`src/verilog/rx_gain_filter_defs.vh`:
```
`ifndef RX_GAIN_FILTER_DEFS_VH
`define RX_GAIN_FILTER_DEFS_VH

// serial word layout: 14 data bits then 4 address bits, msb first
`define SER_DATA_WIDTH        14
`define SER_ADDR_WIDTH        4
`define SER_WORD_WIDTH        18
`define SER_COUNT_WIDTH       5
`define SER_FRAME_BITS        5'h12

// register addresses
`define ADDR_FILTER_TRIM      4'h7
`define ADDR_MODE_CONFIG      4'h8
`define ADDR_GAIN             4'hB

// field positions
`define GAIN_SOURCE_BIT       12
`define NEAR_DC_HI            13
`define NEAR_DC_LO            12
`define COARSE_HI             1
`define COARSE_LO             0
`define FINE_HI               2
`define FINE_LO               0
`define FRONT_GAIN_HI         6
`define FRONT_GAIN_LO         5
`define BB_GAIN_HI            4
`define BB_GAIN_LO            0

// reset values
`define FILTER_TRIM_RESET     14'h0002
`define MODE_CONFIG_RESET     14'h0001
`define GAIN_RESET            14'h007F

// front amplifier gain states and attenuation in dB
`define FRONT_STATE_HIGH      2'h0
`define FRONT_STATE_MEDIUM    2'h1
`define FRONT_STATE_LOW       2'h2
`define FRONT_ATTEN_HIGH      6'h00
`define FRONT_ATTEN_MEDIUM    6'h10
`define FRONT_ATTEN_LOW       6'h21

// highpass corner selections
`define HP_CORNER_100HZ       2'h0
`define HP_CORNER_4KHZ        2'h1
`define HP_CORNER_30KHZ       2'h2
`define HP_CORNER_600KHZ      2'h3

// lowpass coarse corners in kHz
`define LP_COARSE_KHZ_0       15'h1D4C
`define LP_COARSE_KHZ_1       15'h2134
`define LP_COARSE_KHZ_2       15'h3A98
`define LP_COARSE_KHZ_3       15'h4650

// lowpass fine trim codes and percentages
`define FINE_CODE_NOMINAL     3'h2
`define FINE_CODE_MAX         3'h4
`define FINE_PCT_0            7'h5A
`define FINE_PCT_1            7'h5F
`define FINE_PCT_2            7'h64
`define FINE_PCT_3            7'h69
`define FINE_PCT_4            7'h6E

`endif

```
`src/verilog/front_amp_decode.v`:
```
`timescale 1ns/1ns
`default_nettype none
`include "rx_gain_filter_defs.vh"

module front_amp_decode (
  // gain code
  input  wire [1:0] code_i,
  // decoded state
  output reg  [1:0] state_o,
  output reg  [5:0] atten_db_o
);

  always @* begin
    if (!code_i[1]) begin
      state_o    = `FRONT_STATE_LOW;
      atten_db_o = `FRONT_ATTEN_LOW;
    end else if (code_i[0]) begin
      state_o    = `FRONT_STATE_HIGH;
      atten_db_o = `FRONT_ATTEN_HIGH;
    end else begin
      state_o    = `FRONT_STATE_MEDIUM;
      atten_db_o = `FRONT_ATTEN_MEDIUM;
    end
  end

endmodule
`default_nettype wire

```
`src/verilog/rx_gain_filter_control.v`:
```
`timescale 1ns/1ns
`default_nettype none
`include "rx_gain_filter_defs.vh"

module rx_gain_filter_control (
  // clock, reset, enable
  input  wire        clk_i,
  input  wire        reset_n_i,
  input  wire        ce_i,
  // three-wire serial interface
  input  wire        cs_n_i,
  input  wire        sclk_i,
  input  wire        din_i,
  // mode pins
  input  wire        direction_select_i,
  input  wire        power_down_n_i,
  input  wire        coupling_corner_select_i,
  // parallel gain pins
  input  wire        gain_pin_7_i,
  input  wire        gain_pin_6_i,
  input  wire        gain_pin_5_i,
  input  wire        gain_pin_4_i,
  input  wire        gain_pin_3_i,
  input  wire        gain_pin_2_i,
  input  wire        gain_pin_1_i,
  // operating mode
  output reg         rx_enable_o,
  output reg         standby_o,
  // front amplifier control
  output reg  [1:0]  front_amp_gain_code_o,
  output reg  [1:0]  front_amp_state_o,
  output reg  [5:0]  front_amp_atten_db_o,
  // baseband amplifier control
  output reg  [4:0]  baseband_gain_code_o,
  output reg  [5:0]  baseband_gain_db_o,
  // highpass control
  output reg         highpass_ac_o,
  output reg  [1:0]  highpass_corner_o,
  // lowpass control
  output reg  [1:0]  lowpass_coarse_code_o,
  output reg  [2:0]  lowpass_fine_code_o,
  output reg  [6:0]  lowpass_fine_pct_o,
  output reg  [14:0] lowpass_corner_khz_o,
  // register state
  output reg         gain_source_select_o
);

  // write-only registers loaded from the serial interface
  reg  [`SER_DATA_WIDTH-1:0] rx_filter_trim_register;
  reg  [`SER_DATA_WIDTH-1:0] rx_mode_config_register;
  reg  [`SER_DATA_WIDTH-1:0] rx_gain_register;

  wire                       wr_strobe;
  wire [`SER_ADDR_WIDTH-1:0] wr_addr;
  wire [`SER_DATA_WIDTH-1:0] wr_data;

  three_wire_receiver u_serial (
    .clk_i     (clk_i),
    .reset_n_i (reset_n_i),
    .ce_i      (ce_i),
    .cs_n_i    (cs_n_i),
    .sclk_i    (sclk_i),
    .din_i     (din_i),
    .write_o   (wr_strobe),
    .addr_o    (wr_addr),
    .data_o    (wr_data)
  );

  // unmapped addresses belong to other parts of the radio and are ignored here
  always @(posedge clk_i) begin
    if (!reset_n_i) begin
      rx_filter_trim_register <= `FILTER_TRIM_RESET;
      rx_mode_config_register <= `MODE_CONFIG_RESET;
      rx_gain_register        <= `GAIN_RESET;
    end else if (ce_i && wr_strobe) begin
      if (wr_addr == `ADDR_FILTER_TRIM) begin
        rx_filter_trim_register <= wr_data;
      end else if (wr_addr == `ADDR_MODE_CONFIG) begin
        rx_mode_config_register <= wr_data;
      end else if (wr_addr == `ADDR_GAIN) begin
        rx_gain_register <= wr_data;
      end
    end
  end

  // field extraction
  wire       gain_source_select  = rx_mode_config_register[`GAIN_SOURCE_BIT];
  wire [1:0] lowpass_coarse_code = rx_mode_config_register[`COARSE_HI:`COARSE_LO];
  wire [1:0] near_dc_corner_code = rx_filter_trim_register[`NEAR_DC_HI:`NEAR_DC_LO];
  wire [2:0] lowpass_fine_code   = rx_filter_trim_register[`FINE_HI:`FINE_LO];
  wire [1:0] reg_front_gain      = rx_gain_register[`FRONT_GAIN_HI:`FRONT_GAIN_LO];
  wire [4:0] reg_bb_gain         = rx_gain_register[`BB_GAIN_HI:`BB_GAIN_LO];

  wire [1:0] pin_front_gain = {gain_pin_7_i, gain_pin_6_i};
  wire [4:0] pin_bb_gain    = {gain_pin_5_i, gain_pin_4_i, gain_pin_3_i, gain_pin_2_i, gain_pin_1_i};

  // gain source selection
  reg  [1:0] next_front_gain;
  reg  [4:0] next_bb_gain;

  always @* begin
    if (gain_source_select) begin
      next_front_gain = reg_front_gain;
    end else begin
      next_front_gain = pin_front_gain;
    end
    if (gain_source_select) begin
      next_bb_gain = reg_bb_gain;
    end else begin
      next_bb_gain = pin_bb_gain;
    end
  end

  wire [1:0] next_front_state;
  wire [5:0] next_front_atten;

  front_amp_decode u_front_decode (
    .code_i     (next_front_gain),
    .state_o    (next_front_state),
    .atten_db_o (next_front_atten)
  );

  // binary weighted, 2dB per lsb above minimum
  wire [5:0] next_bb_db = {next_bb_gain, 1'b0};

  // highpass corner decode
  reg [1:0] next_hp_corner;

  always @* begin
    if (coupling_corner_select_i) begin
      next_hp_corner = `HP_CORNER_600KHZ;
    end else if (near_dc_corner_code[0]) begin
      next_hp_corner = `HP_CORNER_4KHZ;
    end else if (near_dc_corner_code[1]) begin
      next_hp_corner = `HP_CORNER_30KHZ;
    end else begin
      next_hp_corner = `HP_CORNER_100HZ;
    end
  end

  // lowpass corner decode
  reg  [14:0] coarse_khz;
  reg  [2:0]  next_fine_code;
  reg  [6:0]  next_fine_pct;
  wire [21:0] corner_product = coarse_khz * next_fine_pct;
  // divide by 100; the widest product is 18000 * 110 so 22 bits suffice
  wire [21:0] corner_quotient = corner_product / 22'd100;

  always @* begin
    case (lowpass_coarse_code)
      2'h0:    coarse_khz = `LP_COARSE_KHZ_0;
      2'h1:    coarse_khz = `LP_COARSE_KHZ_1;
      2'h2:    coarse_khz = `LP_COARSE_KHZ_2;
      default: coarse_khz = `LP_COARSE_KHZ_3;
    endcase
    // reserved trims fall back to nominal
    if (lowpass_fine_code > `FINE_CODE_MAX) begin
      next_fine_code = `FINE_CODE_NOMINAL;
    end else begin
      next_fine_code = lowpass_fine_code;
    end
    case (next_fine_code)
      3'h0:    next_fine_pct = `FINE_PCT_0;
      3'h1:    next_fine_pct = `FINE_PCT_1;
      3'h3:    next_fine_pct = `FINE_PCT_3;
      3'h4:    next_fine_pct = `FINE_PCT_4;
      default: next_fine_pct = `FINE_PCT_2;
    endcase
  end

  // registered outputs; analog controls never see combinational glitches
  always @(posedge clk_i) begin
    if (!reset_n_i) begin
      rx_enable_o           <= 1'b0;
      standby_o             <= 1'b1;
      front_amp_gain_code_o <= 2'h0;
      front_amp_state_o     <= `FRONT_STATE_LOW;
      front_amp_atten_db_o  <= `FRONT_ATTEN_LOW;
      baseband_gain_code_o  <= 5'h00;
      baseband_gain_db_o    <= 6'h00;
      highpass_ac_o         <= 1'b0;
      highpass_corner_o     <= `HP_CORNER_100HZ;
      lowpass_coarse_code_o <= 2'h0;
      lowpass_fine_code_o   <= `FINE_CODE_NOMINAL;
      lowpass_fine_pct_o    <= `FINE_PCT_2;
      lowpass_corner_khz_o  <= 15'h0000;
      gain_source_select_o  <= 1'b0;
    end else if (ce_i) begin
      standby_o             <= ~power_down_n_i;
      rx_enable_o           <= power_down_n_i & ~direction_select_i;
      front_amp_gain_code_o <= next_front_gain;
      front_amp_state_o     <= next_front_state;
      front_amp_atten_db_o  <= next_front_atten;
      baseband_gain_code_o  <= next_bb_gain;
      baseband_gain_db_o    <= next_bb_db;
      highpass_ac_o         <= coupling_corner_select_i;
      highpass_corner_o     <= next_hp_corner;
      lowpass_coarse_code_o <= lowpass_coarse_code;
      lowpass_fine_code_o   <= next_fine_code;
      lowpass_fine_pct_o    <= next_fine_pct;
      lowpass_corner_khz_o  <= corner_quotient[14:0];
      gain_source_select_o  <= gain_source_select;
    end
  end

endmodule
`default_nettype wire

```
`src/verilog/three_wire_receiver.v`:
```
`timescale 1ns/1ns
`default_nettype none
`include "rx_gain_filter_defs.vh"

module three_wire_receiver (
  // clock and reset
  input  wire                        clk_i,
  input  wire                        reset_n_i,
  input  wire                        ce_i,
  // serial pins
  input  wire                        cs_n_i,
  input  wire                        sclk_i,
  input  wire                        din_i,
  // decoded write
  output reg                         write_o,
  output reg  [`SER_ADDR_WIDTH-1:0]  addr_o,
  output reg  [`SER_DATA_WIDTH-1:0]  data_o
);

  reg [`SER_WORD_WIDTH-1:0]  shift;
  reg [`SER_COUNT_WIDTH-1:0] count;
  reg                        sclk_prev;
  reg                        cs_n_prev;

  wire sclk_rise = sclk_i & ~sclk_prev;
  wire frame_end = cs_n_i & ~cs_n_prev;

  always @(posedge clk_i) begin
    if (!reset_n_i) begin
      shift     <= {`SER_WORD_WIDTH{1'b0}};
      count     <= {`SER_COUNT_WIDTH{1'b0}};
      sclk_prev <= 1'b0;
      cs_n_prev <= 1'b1;
      write_o   <= 1'b0;
      addr_o    <= {`SER_ADDR_WIDTH{1'b0}};
      data_o    <= {`SER_DATA_WIDTH{1'b0}};
    end else if (ce_i) begin
      sclk_prev <= sclk_i;
      cs_n_prev <= cs_n_i;
      write_o   <= 1'b0;
      if (cs_n_i) begin
        count <= {`SER_COUNT_WIDTH{1'b0}};
      end else if (sclk_rise) begin
        shift <= {shift[`SER_WORD_WIDTH-2:0], din_i};
        // saturate so an over-long frame is never mistaken for a whole one
        if (count != 5'h1F) begin
          count <= count + 5'h01;
        end
      end
      // short or long frames are dropped whole
      if (frame_end && count == `SER_FRAME_BITS) begin
        write_o <= 1'b1;
        data_o  <= shift[`SER_WORD_WIDTH-1:`SER_ADDR_WIDTH];
        addr_o  <= shift[`SER_ADDR_WIDTH-1:0];
      end
    end
  end

endmodule
`default_nettype wire
```
`config.mk`:
```
export PLATFORM = sky130hd
export DESIGN_NAME = rx_gain_filter_control
export DESIGN_NICKNAME = d
export VERILOG_FILES = /design/src/verilog/front_amp_decode.v /design/src/verilog/rx_gain_filter_control.v /design/src/verilog/three_wire_receiver.v
export VERILOG_INCLUDE_DIRS = /design/src /design/src/verilog
export SDC_FILE = /design/constraint.sdc
export NUM_CORES = 1
export LEC_CHECK = 0
export BUFFER_PORTS_ARGS = -buffer_cell sky130_fd_sc_hd__buf_2
export CAP_MARGIN = 0
export CORE_MARGIN = 2
export CORE_UTILIZATION = 55
export DETAILED_ROUTE_END_ITERATION = 10
export GPL_TIMING_DRIVEN = 0
export PLACE_DENSITY = 0.74
export SETUP_SLACK_MARGIN = 0.2
export SYNTH_ARGS = -nofsm -noshare
export SYNTH_HDL_FRONTEND = slang
export SYNTH_SLANG_ARGS = --single-unit
```
`constraint.sdc`:
```
create_clock -name clk_i -period 14.9 [get_ports clk_i]
set_input_delay 2.98 -clock clk_i [delete_from_list [all_inputs] [get_ports clk_i]]
set_output_delay 2.98 -clock clk_i [all_outputs]
set_load 0.01 [all_outputs]
```
* Word level (Yosys, flattened, before mapping)
Cells that the tools add are included.
** Storage, ports and cells
- Flip-flop bits (word level) :: 126
- Input port bits :: 16
- Output and inout port bits :: 54
- Word-level logic and storage cells :: 75
** Operators by class
- Add/subtract/negate cells :: 1
- $mul :: 1
- Divide/modulo/power cells :: 1
- $lt $le $gt $ge :: 1
- Equal/unequal tests :: 10
- Mux-type cells :: 16
- Bitwise gates (word level) :: 10
- Reduce and logical (&&, ||, !) cells :: 12
** Operators by type and width (number)
- $pmux 15 s3 :: 1
- $mux 5 :: 5
- $pmux 6 s4 :: 1
- $div 22x7->22 const B :: 1
- $mul 15x7->22 :: 1
- $mux 2 :: 5
- $reduce_and 3->1 :: 3
- $eq 4x4->1 const B :: 2
- $not 1->1 :: 7
- $mux 6 :: 1
- $add 5x1->5 const B :: 1
- $eq 5x5->1 const B :: 1
- $ne 5x5->1 const B :: 1
- $eq 4x3->1 const B :: 1
- $reduce_and 2->1 :: 2
- $reduce_and 4->1 :: 1
- $reduce_bool 2->1 :: 2
- $and 1x1->1 :: 3
- $eq 3x1->1 const B :: 1
- $eq 3x2->1 const B :: 1
- $eq 3x3->1 const B :: 1
- $gt 3x3->1 const B :: 1
- $logic_not 3->1 :: 1
- $mux 3 :: 1
- other kinds (5) :: 7

* Depth between registers and ports, before layout
Gate-level depths: netlist of the first run.
- Depth in word-level cells :: 6
- Depth in mapped cells :: 56
- Mapped depth without buffers :: 50

* By module
From an unflattened synthesis of the first run, not the netlist that was laid out.
** Unflattened totals
- Cells, all modules :: 1340
- Area, all modules :: 10847.9 µm²
** By module, submodules not included
- rx_gain_filter_control :: instances 1, cells each 1116, area an instance 8868.5 µm², seq. area each 1241.2 µm²
- three_wire_receiver :: instances 1, cells each 215, area an instance 1913.1 µm², seq. area each 880.8 µm²
- front_amp_decode :: instances 1, cells each 9, area an instance 66.3 µm², seq. area each 0.0 µm²

* Worst setup path before layout of the first run
OpenSTA, ideal clock, no wires.
- Path type :: register to register
- Start point :: reg rx_mode_config_register[1]
- End point :: reg lowpass_corner_khz_o[0]
- Setup time :: 84 ps
- Arrival :: 13029 ps
- Data required time :: 14816 ps
- Path slack :: 1787 ps
- Stages on the path, launching flop included :: 52
- Buffers on the path :: 2
- Clock period less this slack :: 13113 ps
- Path through :: dfxtp_1 inv_1 ha_1 nor2_1 nor2_1 clkinv_1 nor2_1 inv_1 fa_1 inv_1 fa_1 fa_1 inv_1 fa_1 inv_1 ha_1 buf_2 a21oi_1 (+16 left out) a32o_2 o32ai_1 mux2_2 a21oi_1 o221a_4 a211oi_2 a311oi_4 o21ai_2 a21oi_4 mux2_1 o21a_1 a221oi_2 nor3_1 a211oi_2 mux2_2 o221ai_1 a211oi_1 o31ai_2
** On the way
- Cells in the longest elaborated chain, start to end :: 4
- Elaborated cells between the ends (all ways) :: 6
- Those cells by class :: mul (1); div (1); eq/ne (2); mux (1); reduce/logical (1)
** Ends and longest elaborated chain
- start, declared :: RTL line rx_gain_filter_control.v:50 : reg [`SER_DATA_WIDTH-1:0] rx_mode_config_register;
- start signal, assigned :: RTL line rx_gain_filter_control.v:73 : rx_mode_config_register <= `MODE_CONFIG_RESET;
- start signal, assigned :: RTL line rx_gain_filter_control.v:79 : rx_mode_config_register <= wr_data;
- $eq 2x2->1, or another cell as far along :: RTL line rx_gain_filter_control.v:150 : case (lowpass_coarse_code)
- $pmux 15 s3 (*) :: RTL line rx_gain_filter_control.v:150
- $mul 15x7->22 (*) :: RTL line rx_gain_filter_control.v:145 : wire [21:0] corner_product = coarse_khz * next_fine_pct;
- $div 22x7->22 (*) :: RTL line rx_gain_filter_control.v:147 : wire [21:0] corner_quotient = corner_product / 22'd100;
- end signal, assigned :: RTL line rx_gain_filter_control.v:201 : lowpass_corner_khz_o <= corner_quotient[14:0];
- end, declared :: RTL line rx_gain_filter_control.v:43 : output reg [14:0] lowpass_corner_khz_o,
Every way passes the cells marked *; elsewhere a longest branch is shown, timed or not.
A chain may end at the register's enable or synchronous reset.

* Final worst setup path of the first run
Ends and elaborated chain as after synthesis.

==> results.cfg, run 1 <==
[placed_design]
dpl.hpwl_um = 21300
gp_congestion = 0.954
io_buffers = 63
placed_cell_area_um2 = 10800

[pwr]
cellLeakagePower_uw = 0.00488
clockPowerShare_pct = 44.5
cellInternalPower_uw = 409
swShare_pct = 24.8
irDropWorstVdd_uv = 50.8
cellPowerDensity_nw_per_um2 = 46.4
p_seq_share_pct = 48.3
p_comb_share_pct = 7.2
net-switching-power_uw = 135

[timing]
maxSlewHeadroom_pct = 16.2
skew_ps = 8.21
slew_viol_final = 0
fin_crit_sh_pct = 95.9
finalHoldViolations = 0
tightest_slew_ps = 1250
finalSetupViolCount = 0
max_freq_mhz = 70.0
rsz0062_at_grt = no
fin_crit_ps = 14290

[cells_and_area]
layout-area-overhead-vs-synth_pct = 14.5
finish.utilization_pct = 64.8
final_nets = 1474
n_antenna_cell = 0
final_area_um2 = 11700
nFillCells = 1543
drive_gt1_share_pct = 18.9

[floorplanning]
die_x_um = 140
start_util_pct = 56.5
die-area_um2 = 19700
rows = 49
ios = 70
core-area_um2 = 18100
die_y_um = 140

[logic_synthesis]
syn_avg_cell_area_um2 = 8.13
ys_ff_latch = 95
synth_flop_cell = dfxtp_1
synth_cells = 1258
yosysSeqAreaShare_pct = 18.6
ys_types = 118
netlist_area_um2 = 10200
async_flop_share_pct = 0
synth_edf_count = 0
yosys_warnings = 0

[worst_setup_path]
reg2reg_to = lowpass_corner_khz_o[0]
cp_data_required_time_ps = 15170
r2r_slack_ps = 610
r2r_cells = 52
end_kind = flop
cp-start-kind = flop
cp_slowest_stage_delay_ps = 540
cp_common_cell = inv_1
crit_fanout = 10
crit_type = reg2reg
crit_slowest_cell = fa_1
crit_arrival_ps = 14560
reg2reg_from = rx_mode_config_register[1]

[hold_path]
hp-class = reg2reg
hold_depth = 1
min_from = front_amp_gain_code_o[1]
min_delay_worst_endpoint = front_amp_gain_code_o[1]

[clocking]
cts-htree-levels = 3
clock_sinks = 95
root_buffer = clkbuf_16
numCtsBuffers = 9
clock_path_buffers = 2
path_clk_slew_ps = 70
cts_tree = built
clock_latency_ps = 350

[grt]
grt_pass1_vias = 8973
grt_pass1_wl_um = 45200
overflow = 0
grt_start_max_net_pins = 19
antenna_found_initial = 0
grt_use_total_pct = 27.7

[detailed_routing]
drc = 0
num_vias = 9854
viasPerCell = 6.19
first_pass_iters = 8
wire_per_inst_um = 17.7
drtIter0Drc = 818
final_antenna_net_count = 0
routed_wl_um = 28200

[status]
status = completed

[run]
cap_violations = 0
-- synth_stat cells, drive strengths merged, types with 8 or more instances --
| library cell | count | area, um2 |
|---|---|---|
| and2 | 23 | 145 |
| a21boi | 26 | 199 |
| xnor2 | 25 | 226 |
| o22ai | 9 | 56.3 |
| ha | 51 | 638 |
| nand4 | 9 | 56.3 |
| dfxtp | 95 | 1900 |
| buf | 34 | 210 |
| inv | 73 | 274 |
| nand3 | 29 | 145 |
| nand2 | 146 | 551 |
| xor2 | 15 | 150 |
| o211a | 15 | 150 |
| nand2b | 9 | 56.3 |
| mux2 | 12 | 135 |
| o31ai | 9 | 82.6 |
| and3 | 8 | 55.1 |
| mux2i | 52 | 524 |
| nor4 | 12 | 81.3 |
| fa | 49 | 981 |
| o21a | 16 | 120 |
| a221oi | 10 | 124 |
| o21ai | 63 | 327 |
| a21o | 11 | 82.6 |
| a21oi | 66 | 372 |
| nor2b | 38 | 238 |
| or2 | 12 | 75.1 |
| o211ai | 18 | 140 |
| nor3 | 37 | 211 |
| clkbuf | 35 | 133 |
| a31oi | 13 | 87.6 |
| nor2 | 106 | 400 |
| a211oi | 21 | 200 |
-- layer usage --
| metal | wire, um | track usage, % | share of wire (%) |
|---|---|---|---|
| met1 | 12500 | 38.3 | 44 |
| met2 | 13400 | 45.7 | 47 |
| met3 | 1620 | 3.93 | 5.8 |
| met4 | 713 | 6.91 | 2.5 |
| met5 | 0 | 0 | 0 |
-- metrics by stage --
step	TNS (ps)	power, uW	hold slack [ps]	cells	worst slack [ps]
2_1_floorplan	0	291	441	1261	1790
3_5_place_dp	-612	307	441	1554	-318
4_1_cts	0	545	456	1571	221
6_report	0	544	453	1592	607
3_3_place_gp	-356	307	432	1553	-183
5_1_grt	0	557	472	1592	1.37
-- repair_timing --
action                     4_1_cts  5_1_grt
cloned                           0        1
setup endpoints to repair        2        3
hold endpoints to repair         0        0
hold buffers                     0        0
resized for setup               12       55
pin swaps                        1       17
buffers inserted                 1       21
-- cell usage in the layout (no fill, tap or decap), drive strengths merged, types with 25 or more instances in the layout --
cell and count:
clkbuf 43, nor2b 38, nand2 146, nand3 29, buf 120, mux2i 52, inv 76, dfxtp 95
nor3 37, a21oi 66, nor2 106, a21boi 26, ha 51, xnor2 25, fa 49, o21ai 63
-- how the worst max path moves through the flow --
stage / endpoint / slack [ps] / start / cells past startpoint
2_1_floorplan: lowpass_corner_khz_o[0] / 1790 / rx_mode_config_register[1] / 51
3_3_place_gp: lowpass_corner_khz_o[0] / -180 / rx_mode_config_register[1] / 51
3_5_place_dp: lowpass_corner_khz_o[0] / -320 / rx_mode_config_register[1] / 51
4_1_cts: lowpass_corner_khz_o[0] / 220 / rx_mode_config_register[0] / 51
5_1_grt: lowpass_corner_khz_o[0] / 1 / rx_mode_config_register[1] / 57
6_report: lowpass_corner_khz_o[0] / 610 / rx_mode_config_register[1] / 52
-- cells by family (layout without fill, tap and decap cells) --
logic type	after synthesis	in the layout	share of synthesized area, %
adder cells (fa/ha/maj)	102	102	16.0
multiplexers	64	64	6.45
AND/OR/NAND/NOR	460	460	22.3
flip-flops	95	95	18.6
XOR/XNOR	40	41	3.68
buffers and inverters	143	244	6.07
AO/OA/AOI/OAI	352	352	26.8
other	2	5	0.0734
-- sequential cells by signal (all words and copies together) (netlist names), 4 cells and up --
register / cells
u_serial.addr_o: 4
lowpass_fine_pct_o: 6
lowpass_corner_khz_o: 15
u_serial.data_o: 9
rx_gain_register: 7
u_serial.shift: 18
baseband_gain_code_o: 5
u_serial.count: 5
rx_filter_trim_register: 5
-- power groups by stage --
stage | sequential (uW) | clock [uW] | combinational [uW]
2_1_floorplan | 270 | 0 | 20.4
3_3_place_gp | 269 | 0 | 37.9
3_5_place_dp | 269 | 0 | 38.4
4_1_cts | 263 | 244 | 38.6
5_1_grt | 263 | 252 | 42.0
6_report | 263 | 242 | 39.0
-- area by class of cell --
class	instances	area [um2]	share of cell area [%]
Clock inverter	7	88.8	0.758
Multi-Input combinational cell	1024	8080	69.0
Buffer	68	344	2.94
Sequential cell	95	1910	16.3
Inverter	74	282	2.40
Clock buffer	9	225	1.92
Tap cell	229	287	2.45
Timing Repair Buffer	86	498	4.25
-- worst max-delay path: cells and delay by family, from the launching register on --
| kind | cells | cell delay, ps |
|---|---|---|
| AO/OA/AOI/OAI | 21 | 5900 |
| XOR/XNOR | 1 | 180 |
| AND/OR/NAND/NOR | 10 | 2430 |
| buffers and inverters | 11 | 1470 |
| flip-flops | 1 | 430 |
| multiplexers | 3 | 1180 |
| adder cells (fa/ha/maj) | 6 | 2580 |
Power figures use the tool's default switching activity.
==> run 2, diff against run 1 <==
--- a/config.mk
+++ b/config.mk
@@ -6,13 +6,13 @@
 export SDC_FILE = /design/constraint.sdc
 export NUM_CORES = 1
 export LEC_CHECK = 0
-export BUFFER_PORTS_ARGS = -buffer_cell sky130_fd_sc_hd__buf_2
 export CAP_MARGIN = 0
 export CORE_MARGIN = 2
 export CORE_UTILIZATION = 55
 export DETAILED_ROUTE_END_ITERATION = 10
+export DONT_BUFFER_PORTS = 1
 export GPL_TIMING_DRIVEN = 0
-export PLACE_DENSITY = 0.74
+export PLACE_DENSITY = 0.7
 export SETUP_SLACK_MARGIN = 0.2
 export SYNTH_ARGS = -nofsm -noshare
 export SYNTH_HDL_FRONTEND = slang
==> run 2 against run 1 <==
  * Combinational power shrank 27%
  * Clock skew increased by 3.3 ps
  * Cell count shrank 4.0%
  * Worst setup slack improved by 190 ps
  * Sequential share of layout area increased by 0.44 points
  * Hold slack improved by 8.4 ps
  * Highest routed layer unchanged
==> results.cfg, run 2 (same netlist as run 1, synthesis figures left out) <==
[pwr]
net-switching-power_uw = 129
cellInternalPower_uw = 386
cellLeakagePower_uw = 0.00455
swShare_pct = 25.1
p_seq_share_pct = 51.7
p_comb_share_pct = 5.5
irDropWorstVdd_uv = 55.9
cellPowerDensity_nw_per_um2 = 45.3
clockPowerShare_pct = 42.8

[clocking]
path_clk_slew_ps = 70
root_buffer = clkbuf_16
clock_sinks = 95
clock_latency_ps = 350
numCtsBuffers = 9
clock_path_buffers = 2
cts_tree = built
ctsHoldBuffers = 0
cts-htree-levels = 3

[floorplanning]
die_y_um = 140
die-area_um2 = 19700
rows = 49
start_util_pct = 56.5
ios = 70
die_x_um = 140
core-area_um2 = 18100

[timing]
rsz0062_at_grt = no
fin_tns_setup_ps = 0
skew_ps = 11.5
finalSetupViolCount = 0
tightest_slew_ps = 1250
fin_crit_sh_pct = 94.7
slew_viol_final = 0
maxSlewHeadroom_pct = 15.9
fin_crit_ps = 14110
max_freq_mhz = 70.9
finalHoldViolations = 0

[worst_setup_path]
crit_slowest_cell = fa_1
cp_data_required_time_ps = 15160
crit_fanout = 7
cp_common_cell = inv_1
end_kind = flop
cp-start-kind = flop
crit_type = reg2reg
cp_slowest_stage_delay_ps = 540
crit_arrival_ps = 14370
r2r_cells = 54

[cells_and_area]
fin_cells = 1528
n_antenna_cell = 0
final_common_cell = nand2_1
largest_register = u_serial.shift
final_cell_mix = nand2_1 (144), nor2_1 (102), dfxtp_1 (93)
layout-area-overhead-vs-synth_pct = 11.2
final_nets = 1410
largest_register_ffs = 18
top_regs = u_serial.shift (18), lowpass_corner_khz_o (15), u_serial.data_o (9)
drive_gt1_share_pct = 15.4

[placed_design]
io_buffers = 0
dp_cells = 1490
dpl.hpwl_um = 21400
gp_congestion = 0.936

[grt]
grt_pass1_vias = 8911
grt_use_total_pct = 27.9
antenna_found_initial = 0
overflow = 0
grt_pass1_wl_um = 45500
grt_start_max_net_pins = 18

[detailed_routing]
routed_wl_um = 27800
viasPerCell = 6.23
final_antenna_net_count = 0
first_pass_iters = 5
drtIter0Drc = 892
drc = 0
wire_per_inst_um = 18.2
num_vias = 9519

[hold_path]
hp-class = reg2reg
hold_depth = 2

[status]
status = completed

[run]
cap_violations = 0
run 2: path summary, 6_finish.rpt:
| check | startpoint | slack, ps | end |
|---|---|---|---|
| setup / recovery | rx_mode_config_register[0] | 790 | lowpass_corner_khz_o[0] |
| hold / removal | u_serial.shift[13] | 460 | u_serial.shift[14] |
| setup reg to reg | rx_mode_config_register[0] | 790 | lowpass_corner_khz_o[0] |
| hold reg to reg | u_serial.shift[13] | 460 | u_serial.shift[14] |
run 2: power by group through the flow:
stage / sequential [uW] / combinational (uW) / clock [uW]
finish: 266 / 28.5 / 220
CTS: 266 / 28.2 / 220
detailed placement: 272 / 28.1 / 0
global placement: 272 / 27.7 / 0
global route: 267 / 30.7 / 232
floorplan: 270 / 20.4 / 0
run 2: what timing repair did:
item	4_1_cts	5_1_grt
setup endpoints to repair	2	3
setup buffers	0	22
gates resized for setup	12	62
pin swaps	0	20
run 2: critical path: cells and delay by family, from the launching register on:
family,cells,cell delay (ps)
flip-flops,1,420
adder cells (fa/ha/maj),6,2640
multiplexers,4,1670
AO/OA/AOI/OAI,18,4330
AND/OR/NAND/NOR,15,3630
buffers and inverters,11,1340
run 2: final cells by class:
type | count | area, um2
multi-input cells | 1023 | 8080
fillers | 1593 | 6710
flip-flops and latches | 95 | 1900
plain buffers | 69 | 349
inverters | 74 | 295
well taps | 229 | 287
clock buffers | 10 | 229
repair buffers | 22 | 178
clock inverters | 6 | 52.6
run 2: stage by stage:
stage	power [uW]	hold WS, ps	util [%]	cell area, um2	setup slack (ps)
finish	515	461	62.9	11400	794
global route	530	489	62.9	11400	101
CTS	515	462	60.1	10900	224
detailed placement	300	459	58.2	10500	-334
global placement	300	450	58.2	10500	-325
floorplan	291	441	-	10200	1790
run 2: routing by layer:
layer  GRT usage [%]  vias to the layer above  wire length [um]
li1                -                     4609                 -
met1            38.5                     4543             12500
met2            46.4                      328             12900
met3            4.65                       39              1820
met4            5.32                        0               490
met5               0                        -                 0
